**src/logic/event_router_pkg.sv**
```systemverilog
package event_router_pkg;

   // ----------------------------------------------------------------
   // Field layout
   // ----------------------------------------------------------------
   localparam int unsigned PIN_COUNT = 8;
   localparam logic [1:0] ROUTE_MGMT = 2'h1;
   localparam logic [1:0] ROUTE_CTRL = 2'h2;
   localparam int unsigned CORE_CTRL_LSB = 24;
   localparam int unsigned SUS_CTRL_LSB = 16;
   localparam int unsigned CORE_MGMT_EN_LSB = 8;
   localparam int unsigned SUS_MGMT_EN_LSB = 0;
   localparam logic [31:0] WORD_ZERO = 32'h0000_0000;

   // Management-only sources with a local enable.
   typedef struct packed {
      logic usb_is;
      logic usb;
      logic periodic;
      logic watchdog;
      logic sw_timer;
      logic sleep_trap;
      logic bios_release;
      logic port_write;
   } mgmt_bits_t;

   // Sources enabled by their own unit, with no local enable.
   typedef struct packed {
      logic gfx_ctrl;
      logic gfx_mgmt;
      logic flash_mgmt;
      logic bridge_mgmt;
      logic bridge_sync;
   } unit_bits_t;

   // Fixed control events.
   typedef struct packed {
      logic button_override;
      logic global_release;
   } ctrl_bits_t;

   typedef enum logic [2:0] {
      SYNC_IDLE = 3'h1,
      SYNC_WAIT = 3'h2,
      SYNC_DONE = 3'h4
   } sync_state_t;

endpackage

```
**src/logic/smi_sci_event_router.sv**
```systemverilog
`timescale 1ns/1ps
module smi_sci_event_router (
   input wire logic clk,
   input wire logic reset,
   input wire logic global_mgmt_irq_enable,
   input wire logic control_irq_enable,
   input wire logic sleep_trap_enable,
   input wire event_router_pkg::mgmt_bits_t mgmt_irq_enable_reg,
   input wire logic [15:0] pin_event_route,
   input wire logic [31:0] general_event_enable,
   input wire logic [31:0] pin_mgmt_enable,
   input wire logic [15:0] pin_level,
   input wire event_router_pkg::mgmt_bits_t mgmt_event,
   input wire event_router_pkg::unit_bits_t unit_event,
   input wire event_router_pkg::ctrl_bits_t ctrl_event,
   input wire logic sleep_request_bit,
   input wire logic usb_port_write_ctrl,
   input wire logic host_write_req,
   input wire logic synchronous_irq_ack_msg,
   input wire logic eoh_set,
   input wire event_router_pkg::mgmt_bits_t mgmt_clear,
   input wire event_router_pkg::unit_bits_t unit_clear,
   input wire event_router_pkg::ctrl_bits_t ctrl_clear,
   input wire logic [31:0] general_event_clear,
   input wire logic [31:0] pin_mgmt_clear,
   output event_router_pkg::mgmt_bits_t mgmt_status,
   output event_router_pkg::unit_bits_t unit_status,
   output event_router_pkg::ctrl_bits_t ctrl_status,
   output logic [31:0] general_event_status_reg,
   output logic [31:0] pin_mgmt_event_reg,
   output logic end_of_handler_bit,
   output logic mgmt_irq_msg,
   output logic control_irq,
   output logic soft_off_req,
   output logic host_write_done,
   output logic bridge_sync_ack_msg
);

   // ----------------------------------------------------------------
   // Input synchronisers
   // ----------------------------------------------------------------
   logic [15:0] pin_meta;
   logic [15:0] pin_sync;
   logic usb_wr_prev;
   logic sleep_prev;

   // Pins come from outside the clock domain and pass two flops.
   always_ff @(posedge clk) begin
      if (reset) begin
         pin_meta <= 16'h0000;
         pin_sync <= 16'h0000;
      end else begin
         pin_meta <= pin_level;
         pin_sync <= pin_meta;
      end
   end

   // Edge memories for software-written control bits.
   always_ff @(posedge clk) begin
      if (reset) begin
         usb_wr_prev <= 1'b0;
         sleep_prev <= 1'b0;
      end else begin
         usb_wr_prev <= usb_port_write_ctrl;
         sleep_prev <= sleep_request_bit;
      end
   end

   // ----------------------------------------------------------------
   // Event decode
   // ----------------------------------------------------------------
   function automatic logic [7:0] route_match(input logic [15:0] route, input logic [1:0] code);
      logic [7:0] hit;
      hit = 8'h00;
      for (int i = 0; i < event_router_pkg::PIN_COUNT; i++) begin
         hit[i] = (route[2*i +: 2] == code);
      end
      return hit;
   endfunction

   function automatic logic [31:0] set_or_clear(input logic [31:0] cur, input logic [31:0] set,
                                                input logic [31:0] clr);
      return set | (cur & ~clr);
   endfunction

   logic [7:0] to_ctrl;
   logic [7:0] to_mgmt;
   logic [31:0] next_gpe_set;
   logic [31:0] next_alt_set;
   event_router_pkg::mgmt_bits_t mgmt_hit;
   logic sleep_write;
   logic usb_rise;

   assign to_ctrl = route_match(pin_event_route, event_router_pkg::ROUTE_CTRL);
   assign to_mgmt = route_match(pin_event_route, event_router_pkg::ROUTE_MGMT);
   assign sleep_write = sleep_request_bit && !sleep_prev;
   assign usb_rise = usb_port_write_ctrl && !usb_wr_prev;

   // Pin status words are built from route and enable criteria.
   always_comb begin
      next_gpe_set = event_router_pkg::WORD_ZERO;
      next_alt_set = event_router_pkg::WORD_ZERO;
      next_gpe_set[event_router_pkg::CORE_CTRL_LSB +: 8] = pin_sync[15:8] & to_ctrl
         & general_event_enable[event_router_pkg::CORE_CTRL_LSB +: 8];
      next_gpe_set[event_router_pkg::SUS_CTRL_LSB +: 8] = pin_sync[7:0] & to_ctrl
         & general_event_enable[event_router_pkg::SUS_CTRL_LSB +: 8];
      next_alt_set[event_router_pkg::CORE_CTRL_LSB +: 8] = pin_sync[15:8] & to_mgmt
         & pin_mgmt_enable[event_router_pkg::CORE_MGMT_EN_LSB +: 8];
      next_alt_set[event_router_pkg::SUS_CTRL_LSB +: 8] = pin_sync[7:0] & to_mgmt
         & pin_mgmt_enable[event_router_pkg::SUS_MGMT_EN_LSB +: 8];
   end

   // Management-only events, with the special sleep and USB causes merged in.
   always_comb begin
      mgmt_hit = mgmt_event;
      mgmt_hit.sleep_trap = sleep_write && sleep_trap_enable;
      mgmt_hit.port_write = usb_rise && mgmt_irq_enable_reg.port_write;
      mgmt_hit.usb_is = mgmt_event.usb_is || mgmt_hit.port_write;
   end

   // ----------------------------------------------------------------
   // Status flags
   // ----------------------------------------------------------------
   // Sticky status flags.
   always_ff @(posedge clk) begin
      if (reset) begin
         mgmt_status <= '0;
         unit_status <= '0;
         ctrl_status <= '0;
      end else begin
         mgmt_status <= mgmt_hit | (mgmt_status & ~mgmt_clear);
         unit_status <= unit_event | (unit_status & ~unit_clear);
         ctrl_status <= ctrl_event | (ctrl_status & ~ctrl_clear);
      end
   end

   // Pin status words; a set in the clearing cycle wins.
   always_ff @(posedge clk) begin
      if (reset) begin
         general_event_status_reg <= event_router_pkg::WORD_ZERO;
         pin_mgmt_event_reg <= event_router_pkg::WORD_ZERO;
      end else begin
         general_event_status_reg <= set_or_clear(general_event_status_reg, next_gpe_set,
                                                  general_event_clear);
         pin_mgmt_event_reg <= set_or_clear(pin_mgmt_event_reg, next_alt_set, pin_mgmt_clear);
      end
   end

   // ----------------------------------------------------------------
   // Interrupt decisions
   // ----------------------------------------------------------------
   logic mgmt_pending;
   logic ctrl_pending;
   logic sync_cause;

   always_comb begin
      // Unit sources need no local enable.
      // Bridge under global enable.
      // The sleep trap is armed by its own trap enable, so a latched trap asks whenever the global enable is set;
      // otherwise a held host write would wait for a message that never leaves.
      mgmt_pending = global_mgmt_irq_enable && (
         |(mgmt_status & mgmt_irq_enable_reg) || mgmt_status.sleep_trap ||
         unit_status.gfx_mgmt || unit_status.flash_mgmt || unit_status.bridge_mgmt ||
         unit_status.bridge_sync || |pin_mgmt_event_reg);
      ctrl_pending = ctrl_status.global_release || (control_irq_enable && (
         ctrl_status.button_override || unit_status.gfx_ctrl ||
         |general_event_status_reg));
   end

   assign sync_cause = global_mgmt_irq_enable && (mgmt_hit.sleep_trap || mgmt_hit.port_write
      || (mgmt_hit.bios_release && mgmt_irq_enable_reg.bios_release));

   always_ff @(posedge clk) begin
      if (reset) begin
         end_of_handler_bit <= 1'b1;
         mgmt_irq_msg <= 1'b0;
      end else begin
         mgmt_irq_msg <= mgmt_pending && end_of_handler_bit && !eoh_set;
         if (mgmt_pending && end_of_handler_bit && !eoh_set) begin
            end_of_handler_bit <= 1'b0;
         end else if (eoh_set) begin
            end_of_handler_bit <= 1'b1;
         end
      end
   end

   // Control line level.
   always_ff @(posedge clk) begin
      if (reset) begin
         control_irq <= 1'b0;
      end else begin
         control_irq <= ctrl_pending;
      end
   end

   always_ff @(posedge clk) begin
      if (reset) begin
         soft_off_req <= 1'b0;
      end else begin
         soft_off_req <= ctrl_event.button_override;
      end
   end

   // ----------------------------------------------------------------
   // Synchronous completion holding
   // ----------------------------------------------------------------
   event_router_pkg::sync_state_t sync_state;
   logic held_host;
   logic held_bridge;

   always_ff @(posedge clk) begin
      if (reset) begin
         sync_state <= event_router_pkg::SYNC_IDLE;
         held_host <= 1'b0;
         held_bridge <= 1'b0;
         host_write_done <= 1'b0;
         bridge_sync_ack_msg <= 1'b0;
      end else begin
         host_write_done <= 1'b0;
         bridge_sync_ack_msg <= 1'b0;
         unique case (sync_state)
            event_router_pkg::SYNC_IDLE: begin
               if (unit_event.bridge_sync && global_mgmt_irq_enable) begin
                  held_bridge <= 1'b1;
                  held_host <= 1'b0;
                  sync_state <= event_router_pkg::SYNC_WAIT;
               end else if (host_write_req && sync_cause) begin
                  held_host <= 1'b1;
                  held_bridge <= 1'b0;
                  sync_state <= event_router_pkg::SYNC_WAIT;
               end else if (host_write_req) begin
                  host_write_done <= 1'b1;
               end else if (unit_event.bridge_sync) begin
                  bridge_sync_ack_msg <= 1'b1;
               end
            end
            event_router_pkg::SYNC_WAIT: begin
               if (synchronous_irq_ack_msg) begin
                  sync_state <= event_router_pkg::SYNC_DONE;
               end
            end
            event_router_pkg::SYNC_DONE: begin
               host_write_done <= held_host;
               bridge_sync_ack_msg <= held_bridge;
               sync_state <= event_router_pkg::SYNC_IDLE;
            end
            default: begin
               sync_state <= event_router_pkg::SYNC_IDLE;
            end
         endcase
      end
   end

   // ----------------------------------------------------------------
   // Assertions
   // ----------------------------------------------------------------
   release_ctrl_a: assert property (@(posedge clk) disable iff (reset)
      ctrl_status.global_release |=> control_irq)
      else $error("Release flag did not raise control interrupt.");

   override_off_a: assert property (@(posedge clk) disable iff (reset)
      ctrl_event.button_override |=> soft_off_req)
      else $error("Override did not request soft-off.");

   single_msg_a: assert property (@(posedge clk) disable iff (reset)
      mgmt_irq_msg |-> !end_of_handler_bit)
      else $error("Message sent while end-of-handler still set.");

   no_global_a: assert property (@(posedge clk) disable iff (reset)
      !$past(global_mgmt_irq_enable) |-> !mgmt_irq_msg)
      else $error("Management message without global enable.");

   host_hold_a: assert property (@(posedge clk) disable iff (reset)
      (sync_state == event_router_pkg::SYNC_WAIT) |-> !host_write_done)
      else $error("Host completion released before acknowledge.");

   bridge_hold_a: assert property (@(posedge clk) disable iff (reset)
      (sync_state == event_router_pkg::SYNC_WAIT) && synchronous_irq_ack_msg && held_bridge
      |=> ##1 bridge_sync_ack_msg)
      else $error("Bridge acknowledge not sent after sync acknowledge.");

   sleep_trap_a: assert property (@(posedge clk) disable iff (reset)
      sleep_write && sleep_trap_enable |=> mgmt_status.sleep_trap)
      else $error("Sleep trap status not latched.");

   usb_rise_a: assert property (@(posedge clk) disable iff (reset)
      usb_rise && mgmt_irq_enable_reg.port_write |=> mgmt_status.port_write && mgmt_status.usb_is)
      else $error("Port write rise did not set both USB flags.");

   status_sticky_a: assert property (@(posedge clk) disable iff (reset)
      mgmt_event.periodic |=> mgmt_status.periodic)
      else $error("Periodic status not latched.");

   pin_gate_a: assert property (@(posedge clk) disable iff (reset)
      !(|to_ctrl) && !(|general_event_status_reg) |=> !(|general_event_status_reg))
      else $error("Pin control flag set without route.");

   sync_cover_c: cover property (@(posedge clk) sync_state == event_router_pkg::SYNC_DONE);
   msg_cover_c: cover property (@(posedge clk) mgmt_irq_msg);
   ctrl_cover_c: cover property (@(posedge clk) control_irq && !control_irq_enable);

endmodule

```
**config.mk**
```make
export PLATFORM = sky130hd
export DESIGN_NAME = smi_sci_event_router
export DESIGN_NICKNAME = d
export VERILOG_FILES = /design/src/logic/event_router_pkg.sv /design/src/logic/smi_sci_event_router.sv
export SDC_FILE = /design/constraint.sdc
export NUM_CORES = 1
export LEC_CHECK = 0
export BUFFER_PORTS_ARGS = -buffer_cell sky130_fd_sc_hd__buf_2
export CORE_UTILIZATION = 32
export DETAILED_ROUTE_END_ITERATION = 10
export GPL_TIMING_DRIVEN = 0
export HOLD_SLACK_MARGIN = 0.1
export PLACE_DENSITY_LB_ADDON = 0.15
export SETUP_SLACK_MARGIN = 0.15
export SLEW_MARGIN = 20
export SYNTH_ARGS = -nofsm -noshare
export SYNTH_HDL_FRONTEND = slang
export SYNTH_SLANG_ARGS = --single-unit
```
**constraint.sdc**
```tcl
create_clock -name clk -period 1.6 [get_ports clk]
set_input_delay 0.24 -clock clk [delete_from_list [all_inputs] [get_ports clk]]
set_output_delay 0.24 -clock clk [all_outputs]
set_load 0.01 [all_outputs]
```
==> flow_metrics.tcl <==
set metrics [dict create \
    outcome "completed" \
    hold_path_startpoint "general_event_enable[21]" \
    route.vias.total 4360 \
    die_w_um 117 \
    placement_rows 41 \
    holdPathEnd "general_event_status_reg[21]" \
    postPlaceCellArea_sq_um 5730 \
    cp_data_required_time_ns 1.86 \
    crit-reg2reg-capture "mgmt_irq_msg" \
    worstRegToRegCells 4 \
    grt_pass1_vias 4277 \
    route.final.wire_length_mm 14.2 \
    antenna_left 0 \
    worst_hold_path.num_cells 3 \
    fin_crit_ns 1.46 \
    ctsLongestPathBuffers 2 \
    initial_antenna_violation_count 1 \
    post_drt_wl_per_cell_um 14.8 \
    fp.dieH_um 117 \
    worst_setup_hold_path_clk_slew_ns 0.06 \
    floorplan.io_pins 293 \
    drt_iter0_drc 141 \
    footprint_of_the_multi_input_gates_sq_um 1620 \
    worst_hold_path_type "input port to register" \
    timing.final.setup_violations 0 \
    slew_headroom_pct 52.8 \
    ys_ff_latch 124 \
    synth_top_cell_area_share_pct 58.6 \
    die_area_sq_um 13700 \
    timing_max_transition_violations_final 0 \
    drt_pass1_iterations 4 \
    buffer_ports.inserted 256 \
    signal_arrival_time_at_the_worst_endpoint_ns 1.72 \
    vias_per_cell 4.53 \
    maxCapViolCount 0 \
    cts-root-buf "sky130_fd_sc_hd__clkbuf_16" \
    layout_nets 985 \
    p_per_area_nw_per_um2 1130 \
    cts-buffers-inserted 17 \
    syn_to_final_growth_pct 72.7 \
    holdWs_ns 0.109 \
    mappedNetlistArea_sq_um 4230 \
    launching_point_of_the_worst_reg2reg_path "pin_mgmt_event_reg[28]" \
    number_of_clock_sinks 124 \
    yosys-top-cells-area "sky130_fd_sc_hd__dfxtp_1, sky130_fd_sc_hd__nor2b_1, sky130_fd_sc_hd__a32oi_1" \
    fmax_mhz 683 \
    fraction_of_layout_instances_using_a_drive_strength_above_1_pct 38.4 \
    average_cell_area_after_synthesis_sq_um 10.0 \
    stdcell_area_sq_um 7310 \
    layout_common_cells "sky130_fd_sc_hd__buf_2, sky130_fd_sc_hd__dfxtp_1, sky130_fd_sc_hd__dlygate4sd3_1, sky130_fd_sc_hd__nor2b_1, sky130_fd_sc_hd__nor2_1" \
    power.static_leakage_nw 3.52 \
    gr_util_all_layers_pct 20.5 \
    initial_utilization_pct 33.1 \
    post-cts-setup-buffers 0 \
    library_cell_occupying_the_most_area_in_the_post_synthesis_netlist "sky130_fd_sc_hd__dfxtp_1" \
    critical_path_class "register to register" \
    cts-htree-levels 4 \
    finalCoreUtilization_pct 57.2 \
    synth_sequential_area_ratio_pct 58.6 \
    hpwl_after_detailed_placement_mm 10.7 \
    netlist-cell-type-count 31 \
    finalWeightedCongestion 0.802 \
    layout.area.seq_sq_um 2480 \
    synth_nets 630 \
    cts_tree "done" \
    grt_overflow 0 \
    synth_instances 422 \
    cp-startpoint "pin_mgmt_event_reg[28]" \
    rsz0062_at_grt "true" \
    synth.yosys.warnings 0 \
    grt_pass1_wl_mm 20.5 \
    cp-end-kind "register" \
    timing.clock.skew_ns 0.00670 \
    rrSetupSlack_ns 0.14 \
    n_fill_cell 1144 \
    timing_hold_violations_final 0 \
    finalSetupTns_ns 0 \
    cp_max_fo 3 \
    critPathLaunchType "register" \
    tightest_slew_ns 0.708 \
    commonest_non_fill_non_tap_cell_in_the_layout "sky130_fd_sc_hd__buf_2" \
    route.detailed.drc 0 \
    pin_count_of_the_biggest_net_entering_global_routing 17 \
    clock_insertion_delay_worst_skew_ns 0.40 \
    final_min_period_over_clock_period_pct 91.5 \
    ir_drop_mv 0.825 \
    floorplan.core_area_sq_um 12800 \
]
stage by stage:
stage	setup slack [ns]	power, mW	cells
CTS	0.133	8.37	962
detailed placement	-0.301	3.83	850
global route	0.0981	8.59	962
floorplan	0.305	3.49	422
finish	0.135	8.30	963
global placement	-0.292	3.82	850
per-layer routing:
| layer | wire length, um | global-route usage (%) | up-vias |
|---|---|---|---|
| met4 | 245 | 7.17 | 0 |
| met1 | 5950 | 22.8 | 1989 |
| met5 | 0 | 0 | - |
| li1 | - | - | 2183 |
| met2 | 7210 | 37.5 | 164 |
| met3 | 843 | 5.61 | 24 |
cell families (layout without fill, tap and decap cells):
kind of cell / count (synthesis) / count (layout) / synth area share [%]
DFF: 124 / 124 / 58.6
and+or+nand+nor: 174 / 174 / 24.7
AOI/OAI and AO/OA: 64 / 64 / 11.3
other: 0 / 1 / 0
buffers and inverters: 60 / 428 / 5.32
timing repair:
item | CTS | global route
endpoints found under the hold margin | 82 | 0
resized for setup | 10 | 6
endpoints found under the setup margin | 3 | 6
hold buffers | 80 | 0
pin swaps | 7 | 2
how the worst max path moves through the flow:
stage                                     to  slack, ns  cells after the start
after floorplan           end_of_handler_bit       0.30                      4
after global placement          mgmt_irq_msg      -0.29                      4
after detailed placement        mgmt_irq_msg      -0.30                      4
after CTS                       mgmt_irq_msg       0.13                      4
after global routing            mgmt_irq_msg        0.1                      4
final                           mgmt_irq_msg       0.14                      4
report_power, final:
group          leakage, nW  internal [mW]  total (mW)  switching, mW
Combinational         2.19          0.409       0.700          0.292
Sequential            1.01           3.18        3.23         0.0573
Clock                0.320           2.98        4.36           1.38
Total                 3.52           6.56        8.30           1.73
worst max-delay path: stages (launching register included):
cell and delay, ns:
sky130_fd_sc_hd__dfxtp_2 0.34, sky130_fd_sc_hd__nor4_4 0.38, sky130_fd_sc_hd__nand4_1 0.25, sky130_fd_sc_hd__o41ai_4 0.27, sky130_fd_sc_hd__nor4b_1 0.09
final cells by class:
type / count / share of cell area (%)
flip-flops and latches: 124 / 34.0
well taps: 172 / 2.94
inverters: 47 / 2.41
clock inverters: 13 / 3.25
diodes: 1 / 0.0342
clock buffers: 19 / 6.06
repair buffers: 336 / 28.5
plain buffers: 13 / 0.667
multi-input cells: 238 / 22.2
synth_stat cells, drive strengths merged:
| library cell | number |
|---|---|
| nand3 | 3 |
| nand2b | 3 |
| o21bai | 1 |
| nand4 | 3 |
| nor4 | 16 |
| o41ai | 1 |
| clkbuf | 13 |
| a32oi | 32 |
| nor3b | 33 |
| nor2 | 48 |
| a22oi | 3 |
| a211oi | 2 |
| and3b | 1 |
| nand3b | 3 |
| o21a | 1 |
| dfxtp | 124 |
| nand2 | 2 |
| nor4bb | 1 |
| a211o | 1 |
| and3 | 2 |
| o2111ai | 1 |
| o21ai | 3 |
| a21oi | 18 |
| nor4b | 2 |
| nor3 | 4 |
| a31oi | 1 |
| inv | 47 |
| nor2b | 53 |
No activity file was read; power rests on OpenSTA's default activity.
